[src/pkg/tcr_defs.svh]
// Register offsets, field positions, reset values and timing constants
`ifndef TCR_DEFS_SVH
`define TCR_DEFS_SVH
`define TCR_ADDR_CONTROL 8'hC8
`define TCR_ADDR_MODE 8'hC9
`define TCR_ADDR_RCAP_LO 8'hCA
`define TCR_ADDR_RCAP_HI 8'hCB
`define TCR_ADDR_CNT_LO 8'hCC
`define TCR_ADDR_CNT_HI 8'hCD
`define TCR_CTL_RESET 8'h00
`define TCR_MODE_RESET 8'hFE
`define TCR_BYTE_RESET 8'h00
`define TCR_READ_IDLE 8'h00
`define TCR_BIT_OVF 7
`define TCR_BIT_EXT 6
`define TCR_BIT_RXB 5
`define TCR_BIT_TXB 4
`define TCR_BIT_TRIG_EN 3
`define TCR_BIT_RUN 2
`define TCR_BIT_SRC 1
`define TCR_BIT_CAP 0
`define TCR_BIT_DOWN 0
`define TCR_DIV_FAST 4'h3
`define TCR_DIV_SLOW 4'hB
`define TCR_DIV_ZERO 4'h0
`define TCR_CNT_MAX 16'hFFFF
`define TCR_CNT_ONE 16'h0001
`endif

[src/pkg/tcr_pkg.sv]
// Types shared by the timer block
package tcr_pkg;
  typedef struct packed {
    logic overflow_flag;
    logic external_flag;
    logic rx_baud_select;
    logic tx_baud_select;
    logic ext_trigger_enable;
    logic run_control;
    logic count_source_select;
    logic capture_reload_select;
  } tcr_control_t;
  typedef struct packed {
    logic       wr;
    logic       rd;
    logic [7:0] addr;
    logic [7:0] wdata;
  } tcr_sfr_req_t;
endpackage

[src/rtl/tcr_timer.sv]
// Third timer/counter with capture, auto-reload and baud generation
`timescale 1ns/1ps
`include "tcr_defs.svh"
// Function
// - Set overflow flag on 16-bit count overflow
// - Down-count: set flag when count equals reload
// - Hardware sets overflow only with baud bits clear
// - Hardware never clears overflow; software sets/clears
// - External flag set by trigger falling edge
// - Interrupt on software-set or edge-set external flag
// - Receiver clock from timer1 or this timer
// - Transmitter clock from timer1 or this timer
// - Either baud bit forces baud generator mode
// - Trigger edges ignored unless enabled and not baud
// - Count only while run control set
// - Timer prescaled clock or external falling edges
// - Baud mode counts once every two clocks
// - Baud mode always reloads after overflow
// - Reload mode: overflow or trigger edge reloads
// - Capture mode: trigger edge captures count
// - Capture copies low and high bytes
// - Down enable: trigger high up, low down
// - Reset mode FEh, others 00h, all read/write
// - Timer ticks at clock/4 or clock/12
module tcr_timer
  import tcr_pkg::*;
(
  input wire logic sys_clk_i,
  input wire logic reset_n_i,
  input wire tcr_sfr_req_t sfr_req_i,
  output logic [7:0] sfr_rdata_o,
  input wire logic fast_prescale_select_i,
  input wire logic count_edge_input_i,
  input wire logic ext_trigger_input_i,
  input wire logic timer1_overflow_i,
  output logic rx_baud_tick_o,
  output logic tx_baud_tick_o,
  output logic timer_irq_o
);
  tcr_control_t ctl;
  logic [7:0] mode;
  logic [15:0] reload;
  logic [15:0] count;
  logic [3:0] prescale;
  logic half;
  logic [1:0] trig_sync;
  logic [1:0] edge_sync;
  logic trig_prev;
  logic edge_prev;
  logic trig_fall;
  logic edge_fall;
  logic baud_mode;
  logic tick;
  logic count_up;
  logic overflow;
  logic hit;
  logic trig_active;
  logic down_en;
  logic own_ovf;
  logic [15:0] next_count;

  function automatic logic sel(input logic [7:0] a, input logic [7:0] o);
    sel = sfr_req_i.wr && (a == o);
  endfunction

  assign down_en = mode[`TCR_BIT_DOWN];
  assign baud_mode = ctl.rx_baud_select | ctl.tx_baud_select;
  assign trig_fall = trig_prev & ~trig_sync[1];
  assign edge_fall = edge_prev & ~edge_sync[1];
  assign trig_active = trig_fall & ctl.ext_trigger_enable & ~baud_mode;

  // Synchronise pins; first stage feeds only the second
  always_ff @(posedge sys_clk_i or negedge reset_n_i)
  begin
    if (!reset_n_i)
    begin
      trig_sync <= 2'h3;
      edge_sync <= 2'h3;
      trig_prev <= 1'b1;
      edge_prev <= 1'b1;
    end
    else
    begin
      trig_sync <= {trig_sync[0], ext_trigger_input_i};
      edge_sync <= {edge_sync[0], count_edge_input_i};
      trig_prev <= trig_sync[1];
      edge_prev <= edge_sync[1];
    end
  end

  // Prescaler runs freely so the tick rate does not depend on run timing
  always_ff @(posedge sys_clk_i or negedge reset_n_i)
  begin
    if (!reset_n_i)
    begin
      prescale <= `TCR_DIV_ZERO;
      half <= 1'b0;
    end
    else
    begin
      half <= ~half;
      if (prescale == `TCR_DIV_ZERO)
        prescale <= fast_prescale_select_i ? `TCR_DIV_FAST
                                           : `TCR_DIV_SLOW;
      else
        prescale <= prescale - 4'h1;
    end
  end

  always_comb
  begin
    if (!ctl.run_control)
      tick = 1'b0;
    else if (baud_mode)
      tick = half;
    else if (ctl.count_source_select)
      tick = edge_fall;
    else
      tick = (prescale == `TCR_DIV_ZERO);
  end

  // Direction only matters in plain auto-reload mode
  assign count_up = baud_mode || ctl.capture_reload_select || !down_en ||
                    trig_sync[1];
  assign overflow = tick && count_up && (count == `TCR_CNT_MAX);
  assign hit = tick && !count_up && (count == reload);
  assign own_ovf = overflow | hit;

  always_comb
  begin
    if (count_up)
      next_count = count + `TCR_CNT_ONE;
    else
      next_count = count - `TCR_CNT_ONE;
    if (overflow && (baud_mode || !ctl.capture_reload_select))
      next_count = reload;
    else if (hit)
      next_count = `TCR_CNT_MAX;
  end

  // Count register; software writes take priority over counting
  always_ff @(posedge sys_clk_i or negedge reset_n_i)
  begin
    if (!reset_n_i)
      count <= {`TCR_BYTE_RESET, `TCR_BYTE_RESET};
    else if (sel(sfr_req_i.addr, `TCR_ADDR_CNT_LO))
      count[7:0] <= sfr_req_i.wdata;
    else if (sel(sfr_req_i.addr, `TCR_ADDR_CNT_HI))
      count[15:8] <= sfr_req_i.wdata;
    else if (trig_active && !ctl.capture_reload_select)
      count <= reload;
    else if (tick)
      count <= next_count;
  end

  // Capture/reload pair
  always_ff @(posedge sys_clk_i or negedge reset_n_i)
  begin
    if (!reset_n_i)
      reload <= {`TCR_BYTE_RESET, `TCR_BYTE_RESET};
    else if (sel(sfr_req_i.addr, `TCR_ADDR_RCAP_LO))
      reload[7:0] <= sfr_req_i.wdata;
    else if (sel(sfr_req_i.addr, `TCR_ADDR_RCAP_HI))
      reload[15:8] <= sfr_req_i.wdata;
    else if (trig_active && ctl.capture_reload_select)
      reload <= count;
  end

  always_ff @(posedge sys_clk_i or negedge reset_n_i)
  begin
    if (!reset_n_i)
      mode <= `TCR_MODE_RESET;
    else if (sel(sfr_req_i.addr, `TCR_ADDR_MODE))
      mode <= sfr_req_i.wdata;
  end

  // Control register; hardware set wins over a software clear
  always_ff @(posedge sys_clk_i or negedge reset_n_i)
  begin
    if (!reset_n_i)
      ctl <= tcr_control_t'(`TCR_CTL_RESET);
    else
    begin
      if (sel(sfr_req_i.addr, `TCR_ADDR_CONTROL))
        ctl <= tcr_control_t'(sfr_req_i.wdata);
      if (own_ovf && !baud_mode)
        ctl.overflow_flag <= 1'b1;
      if (trig_active || (own_ovf && down_en && !baud_mode &&
                          !ctl.capture_reload_select))
        ctl.external_flag <= 1'b1;
    end
  end

  // Read data is registered
  always_ff @(posedge sys_clk_i or negedge reset_n_i)
  begin
    if (!reset_n_i)
      sfr_rdata_o <= `TCR_READ_IDLE;
    else if (sfr_req_i.rd)
      unique case (sfr_req_i.addr)
        `TCR_ADDR_CONTROL: sfr_rdata_o <= ctl;
        `TCR_ADDR_MODE: sfr_rdata_o <= mode;
        `TCR_ADDR_RCAP_LO: sfr_rdata_o <= reload[7:0];
        `TCR_ADDR_RCAP_HI: sfr_rdata_o <= reload[15:8];
        `TCR_ADDR_CNT_LO: sfr_rdata_o <= count[7:0];
        `TCR_ADDR_CNT_HI: sfr_rdata_o <= count[15:8];
        default: sfr_rdata_o <= `TCR_READ_IDLE;
      endcase
  end

  // Baud ticks: one-cycle strobes, chosen per direction
  always_ff @(posedge sys_clk_i or negedge reset_n_i)
  begin
    if (!reset_n_i)
    begin
      rx_baud_tick_o <= 1'b0;
      tx_baud_tick_o <= 1'b0;
    end
    else
    begin
      rx_baud_tick_o <= ctl.rx_baud_select ? overflow
                                           : timer1_overflow_i;
      tx_baud_tick_o <= ctl.tx_baud_select ? overflow
                                           : timer1_overflow_i;
    end
  end

  assign timer_irq_o = ctl.overflow_flag | ctl.external_flag;

  a_ovf_sets_flag: assert property (@(posedge sys_clk_i)
    disable iff (!reset_n_i)
    (overflow && !baud_mode) |=> ctl.overflow_flag)
    else $error("overflow did not set flag");
  a_baud_no_flag: assert property (@(posedge sys_clk_i)
    disable iff (!reset_n_i)
    (baud_mode && !ctl.overflow_flag &&
     !sel(sfr_req_i.addr, `TCR_ADDR_CONTROL)) |=> !ctl.overflow_flag)
    else $error("flag set in baud mode");
  a_halt_holds: assert property (@(posedge sys_clk_i)
    disable iff (!reset_n_i)
    (!ctl.run_control && !sfr_req_i.wr && !trig_active)
    |=> count == $past(count))
    else $error("count moved while halted");
  a_baud_reload: assert property (@(posedge sys_clk_i)
    disable iff (!reset_n_i)
    (overflow && baud_mode && !sfr_req_i.wr) |=> count == $past(reload))
    else $error("baud overflow did not reload");
  a_capture_copy: assert property (@(posedge sys_clk_i)
    disable iff (!reset_n_i)
    (trig_active && ctl.capture_reload_select && !sfr_req_i.wr)
    |=> reload == $past(count))
    else $error("capture did not copy count");
  a_edge_ext_flag: assert property (@(posedge sys_clk_i)
    disable iff (!reset_n_i)
    trig_active |=> ctl.external_flag)
    else $error("trigger edge lost");
  a_irq_follows: assert property (@(posedge sys_clk_i)
    disable iff (!reset_n_i)
    timer_irq_o == (ctl.overflow_flag || ctl.external_flag))
    else $error("irq mismatch");
  a_baud_rate: assert property (@(posedge sys_clk_i)
    disable iff (!reset_n_i)
    (tick && baud_mode) |=> !tick)
    else $error("baud ticks too fast");
  a_rx_source: assert property (@(posedge sys_clk_i)
    disable iff (!reset_n_i)
    (!ctl.rx_baud_select && timer1_overflow_i) |=> rx_baud_tick_o)
    else $error("rx tick missing");
  a_trig_ignored: assert property (@(posedge sys_clk_i)
    disable iff (!reset_n_i)
    (!ctl.ext_trigger_enable && !sfr_req_i.wr) |=> reload == $past(reload))
    else $error("trigger not ignored");
  // Watch register effects, so a broken decode term cannot hide itself
  a_tx_source: assert property (@(posedge sys_clk_i)
    disable iff (!reset_n_i)
    (!ctl.tx_baud_select && timer1_overflow_i) |=> tx_baud_tick_o)
    else $error("tx tick missing");
  a_rx_own: assert property (@(posedge sys_clk_i)
    disable iff (!reset_n_i)
    (ctl.rx_baud_select && overflow) |=> rx_baud_tick_o)
    else $error("rx own tick missing");
  a_hit_flag: assert property (@(posedge sys_clk_i)
    disable iff (!reset_n_i)
    hit |=> ctl.overflow_flag)
    else $error("down hit did not set flag");
  a_hit_wraps: assert property (@(posedge sys_clk_i)
    disable iff (!reset_n_i)
    (hit && !sfr_req_i.wr && !trig_active) |=> count == `TCR_CNT_MAX)
    else $error("down hit did not wrap");
  a_ovf_reload: assert property (@(posedge sys_clk_i)
    disable iff (!reset_n_i)
    (overflow && !baud_mode && !ctl.capture_reload_select &&
     !sfr_req_i.wr) |=> count == $past(reload))
    else $error("overflow did not reload");
  a_trig_reload: assert property (@(posedge sys_clk_i)
    disable iff (!reset_n_i)
    (trig_active && !ctl.capture_reload_select && !sfr_req_i.wr)
    |=> count == $past(reload))
    else $error("trigger did not reload");
  a_flag_kept: assert property (@(posedge sys_clk_i)
    disable iff (!reset_n_i)
    (ctl.overflow_flag && !sel(sfr_req_i.addr, `TCR_ADDR_CONTROL))
    |=> ctl.overflow_flag)
    else $error("overflow flag cleared by hardware");
  a_ext_kept: assert property (@(posedge sys_clk_i)
    disable iff (!reset_n_i)
    (ctl.external_flag && !sel(sfr_req_i.addr, `TCR_ADDR_CONTROL))
    |=> ctl.external_flag)
    else $error("external flag cleared by hardware");
  a_down_step: assert property (@(posedge sys_clk_i)
    disable iff (!reset_n_i)
    (tick && !count_up && !hit && !sfr_req_i.wr && !trig_active)
    |=> count == $past(count) - `TCR_CNT_ONE)
    else $error("down step wrong");
endmodule // tcr_timer

[config.mk]
export PLATFORM = sky130hd
export DESIGN_NAME = tcr_timer
export DESIGN_NICKNAME = d
export VERILOG_FILES = /design/src/pkg/tcr_pkg.sv /design/src/rtl/tcr_timer.sv
export VERILOG_INCLUDE_DIRS = /design/src /design/src/pkg
export SDC_FILE = /design/constraint.sdc
export NUM_CORES = 1
export LEC_CHECK = 0
export ABC_AREA = 1
export BUFFER_PORTS_ARGS = -buffer_cell sky130_fd_sc_hd__clkbuf_2
export CAP_MARGIN = 20
export CORE_ASPECT_RATIO = 1.4
export CORE_MARGIN = 2
export CORE_UTILIZATION = 45
export CTS_BUF_LIST = sky130_fd_sc_hd__clkbuf_16
export DETAILED_ROUTE_END_ITERATION = 8
export GPL_ROUTABILITY_DRIVEN = 0
export PLACE_DENSITY = 0.73
export SLEW_MARGIN = 20
export SYNTH_ARGS = -nofsm -noshare
export SYNTH_HDL_FRONTEND = slang
export SYNTH_SLANG_ARGS = --single-unit
[constraint.sdc]
create_clock -name sys_clk_i -period 2.5 [get_ports sys_clk_i]
set_input_delay 0.375 -clock sys_clk_i [delete_from_list [all_inputs] [get_ports sys_clk_i]]
set_output_delay 0.375 -clock sys_clk_i [all_outputs]
set_load 0.005 [all_outputs]
==> impl_metrics.env <==
export IMPL_outcome="finished, final reports clean"
export IMPL_yosys_warnings=0
export IMPL_worstPathArrival_ns=2.65
export IMPL_wl_per_cell_microns=17.9
export IMPL_slew_viol_final=0
export IMPL_finalSetupViolations=0
export IMPL_path_buf_inv=2
export IMPL_firstDrtPassIters=5
export IMPL_max_freq_ghz=0.413
export IMPL_grt_pass1_vias=4664
export IMPL_p_seq_frac=0.412
export IMPL_fp_dieW_microns=92.6
export IMPL_synth_edff_count=0
export IMPL_antennaDiodeCount=0
export IMPL_antenna_found_initial=0
export IMPL_synthCells=674
export IMPL_clk_pin_slew_ns=0.06
export IMPL_holdCritPathClass="in -> async"
export IMPL_port_buffers=34
export IMPL_finalCritPeriodShare=0.968
export IMPL_min_period_ns=2.42
export IMPL_total_leakage_power_uw=0.00286
export IMPL_irDropWorstVdd_v=0.000268
export IMPL_total_power_uw=3260
export IMPL_postRouteAntennaNets=0
export IMPL_critPathMostFrequentCell="nand3_1"
export IMPL_cts_tree="done"
export IMPL_final_cell_mix="nand2_1 (210), inv_1 (75), dfrtp_1 (56), o21ai_0 (39), nand3_1 (35)"
export IMPL_nets=761
export IMPL_grt_use_total=0.262
export IMPL_cts_hold_buf=0
export IMPL_cts_buffer_depth=2
export IMPL_swShare=0.314
export IMPL_drtIter0Drc=489
export IMPL_grt_pass1_wl_microns=24000
export IMPL_synthFlopType="dfrtp_1"
export IMPL_fin_cells=867
export IMPL_avgSynthCellArea_sq_um=7.33
export IMPL_wirelength_microns=15500
export IMPL_synth_seq_cells=69
export IMPL_holdWs_ns=0.0531
export IMPL_reg2regPathDepth=12
export IMPL_syn_cell_area_sq_um=4940
export IMPL_core_area_sq_um=10800
export IMPL_p_comb_frac=0.183
export IMPL_die_area_sq_um=11900
export IMPL_drt_vias_per_instance=5.68
export IMPL_slew_limit_headroom=0.654
export IMPL_intPower_uw=2240
export IMPL_num_vias=4921
export IMPL_r2r_end="count[12]"
export IMPL_cts_buffers=9
export IMPL_r2r_start="ctl[4]"
export IMPL_worstPathMaxFanout=8
export IMPL_critPathTopFamily="simple AND/OR/NAND/NOR gates"
export IMPL_ioPinCount=35
export IMPL_critPathKind="reg -> reg"
export IMPL_setup_tns_ns=0
export IMPL_grt_overflow=0
export IMPL_path_cells="nor2_4, nand4_2, inv_2, buf_12, ha_1, or2_2, and2_1, nand3_1, nand3_1, xor2_1, o21ai_2, a21boi_2"
export IMPL_p_switching_uw=1020
export IMPL_cp_endpoint="count[12]"
export IMPL_dp_cells=848
export IMPL_startpoint_type="register"
export IMPL_drive_gt1_frac=0.233
export IMPL_hpwl_microns=11400
export IMPL_synth_yosys_seq_area_share=0.353
export IMPL_hold_viol_final=0
export IMPL_cp_end_kind="register"
export IMPL_slowest_stage="dfrtp_1"
export IMPL_layout_cells_most_common="nand2_1"
export IMPL_power_frac_clock=0.405
export IMPL_drc=0
export IMPL_row_count=45
export IMPL_die_y_microns=128
export IMPL_root_buffer="clkbuf_16"
export IMPL_regToRegSetupSlack_ns=0.08
export IMPL_initial_utilization=0.460
export IMPL_cts_sinks=69
export IMPL_tightest_slew_ns=0.515
export IMPL_h_tree_depth=3
export IMPL_critPathRequiredTime_ns=2.73
export IMPL_cpPeakStageDelay_ns=0.41
export IMPL_clock_skew_ns=0.00798
export IMPL_p_per_area_nw_per_um2=561
export IMPL_synth_cell_type_count=52
export IMPL_syn_to_final_growth_pct=17.8
export IMPL_insertion_delay_ns=0.35
export IMPL_grt_max_degree=70
export IMPL_cap_violations=0
export IMPL_crit_cells=12
export IMPL_async_reset_ff_frac=1.00
export IMPL_cp_startpoint="ctl[4]"
export IMPL_syn_nets=714
==> per-stage QoR <==
stage	utilization	area, sq um	setup slack (ns)
2_1_floorplan	-	4940	0.00777
3_3_place_gp	0.492	5290	0.134
3_5_place_dp	0.492	5290	0.0493
4_1_cts	0.521	5600	0.0242
5_1_grt	0.541	5820	-0.0350
6_report	0.541	5820	0.0797
==> cells by family after synthesis <==
logic type,share of synthesized area
buf+inv,0.0898
compound gates,0.173
fa+ha+maj,0.0420
simple gates,0.309
xor+xnor,0.0337
flops,0.353
==> worst min-delay path by stage <==
stage                        end    startpoint  depth (start not counted)  slack [ns]
floorplan               count[0]     reset_n_i                          0        0.08
global placement    edge_sync[1]  edge_sync[0]                          0        0.35
detailed placement  edge_sync[1]  edge_sync[0]                          0        0.35
CTS                       ctl[2]     reset_n_i                          2        0.06
global route             mode[0]     reset_n_i                          2        0.09
finish               prescale[3]     reset_n_i                          2        0.05
==> per-layer routing <==
| layer | global-route usage | part of all wire |
|---|---|---|
| met1 | 0.286 | 0.37 |
| met4 | 0.199 | 0.087 |
| met3 | 0.0588 | 0.066 |
| met5 | 0 | 0 |
| met2 | 0.441 | 0.48 |
==> cells in the mapped netlist (3+ instances only) <==
cell type,instances,area (sq um)
nand2_4,3,33.8
o22ai_1,9,56.3
dfstp_2,13,342
nor3_1,6,30.0
o21ai_1,20,100
a21oi_1,20,100
o21ai_2,18,158
nand2_2,9,56.3
xor2_1,8,70.1
buf_6,4,45.0
nand4_1,5,31.3
o21ai_0,40,200
xnor2_1,11,96.3
o31ai_1,5,37.5
nand2_1,216,811
ha_1,15,188
nand4_4,3,63.8
a22oi_1,8,60.1
or2_2,4,25.0
inv_1,76,285
dfrtp_1,56,1400
nor2_2,3,18.8
inv_2,9,33.8
nor2_1,35,131
nand3b_1,4,30.0
nand3_1,36,180
buf_2,5,25.0
==> worst reg2reg max path: stages (launching register included) <==
cell,delay (ns)
dfrtp_1,0.41
nor2_4,0.16
nand4_2,0.13
inv_2,0.15
buf_12,0.15
ha_1,0.24
or2_2,0.29
and2_1,0.19
nand3_1,0.08
nand3_1,0.12
xor2_1,0.17
o21ai_2,0.15
a21boi_2,0.07
==> flip-flops by register name, indices dropped and copies added (netlist names) <==
name and cells:
edge_prev 1, prescale 4, tx_baud_tick_o 1, rx_baud_tick_o 1, count 16, ctl 8
reload 16, trig_prev 1, half 1, sfr_rdata_o 8, trig_sync 2, edge_sync 2
mode 8
==> power by group through the flow <==
stage	clock, uW	sequential (uW)	combinational (uW)
floorplan	0	1310	365
global placement	0	1350	522
detailed placement	0	1350	544
CTS	1320	1330	548
global route	1370	1360	662
finish	1320	1340	598
==> cell type report <==
class	instances	area (sq um)
clock buffers	9	225
clock inverters	7	81.3
fillers	980	4930
inverters	90	347
multi-input cells	504	2940
flip-flops and latches	69	1740
well taps	141	176
repair buffers	47	310
==> repair_timing <==
item | 4_1_cts | 5_1_grt
gates resized for setup | 0 | 33
setup buffers | 0 | 2
endpoints found under the setup margin | 0 | 9
Note: power is estimated with default switching activity, not from simulation.
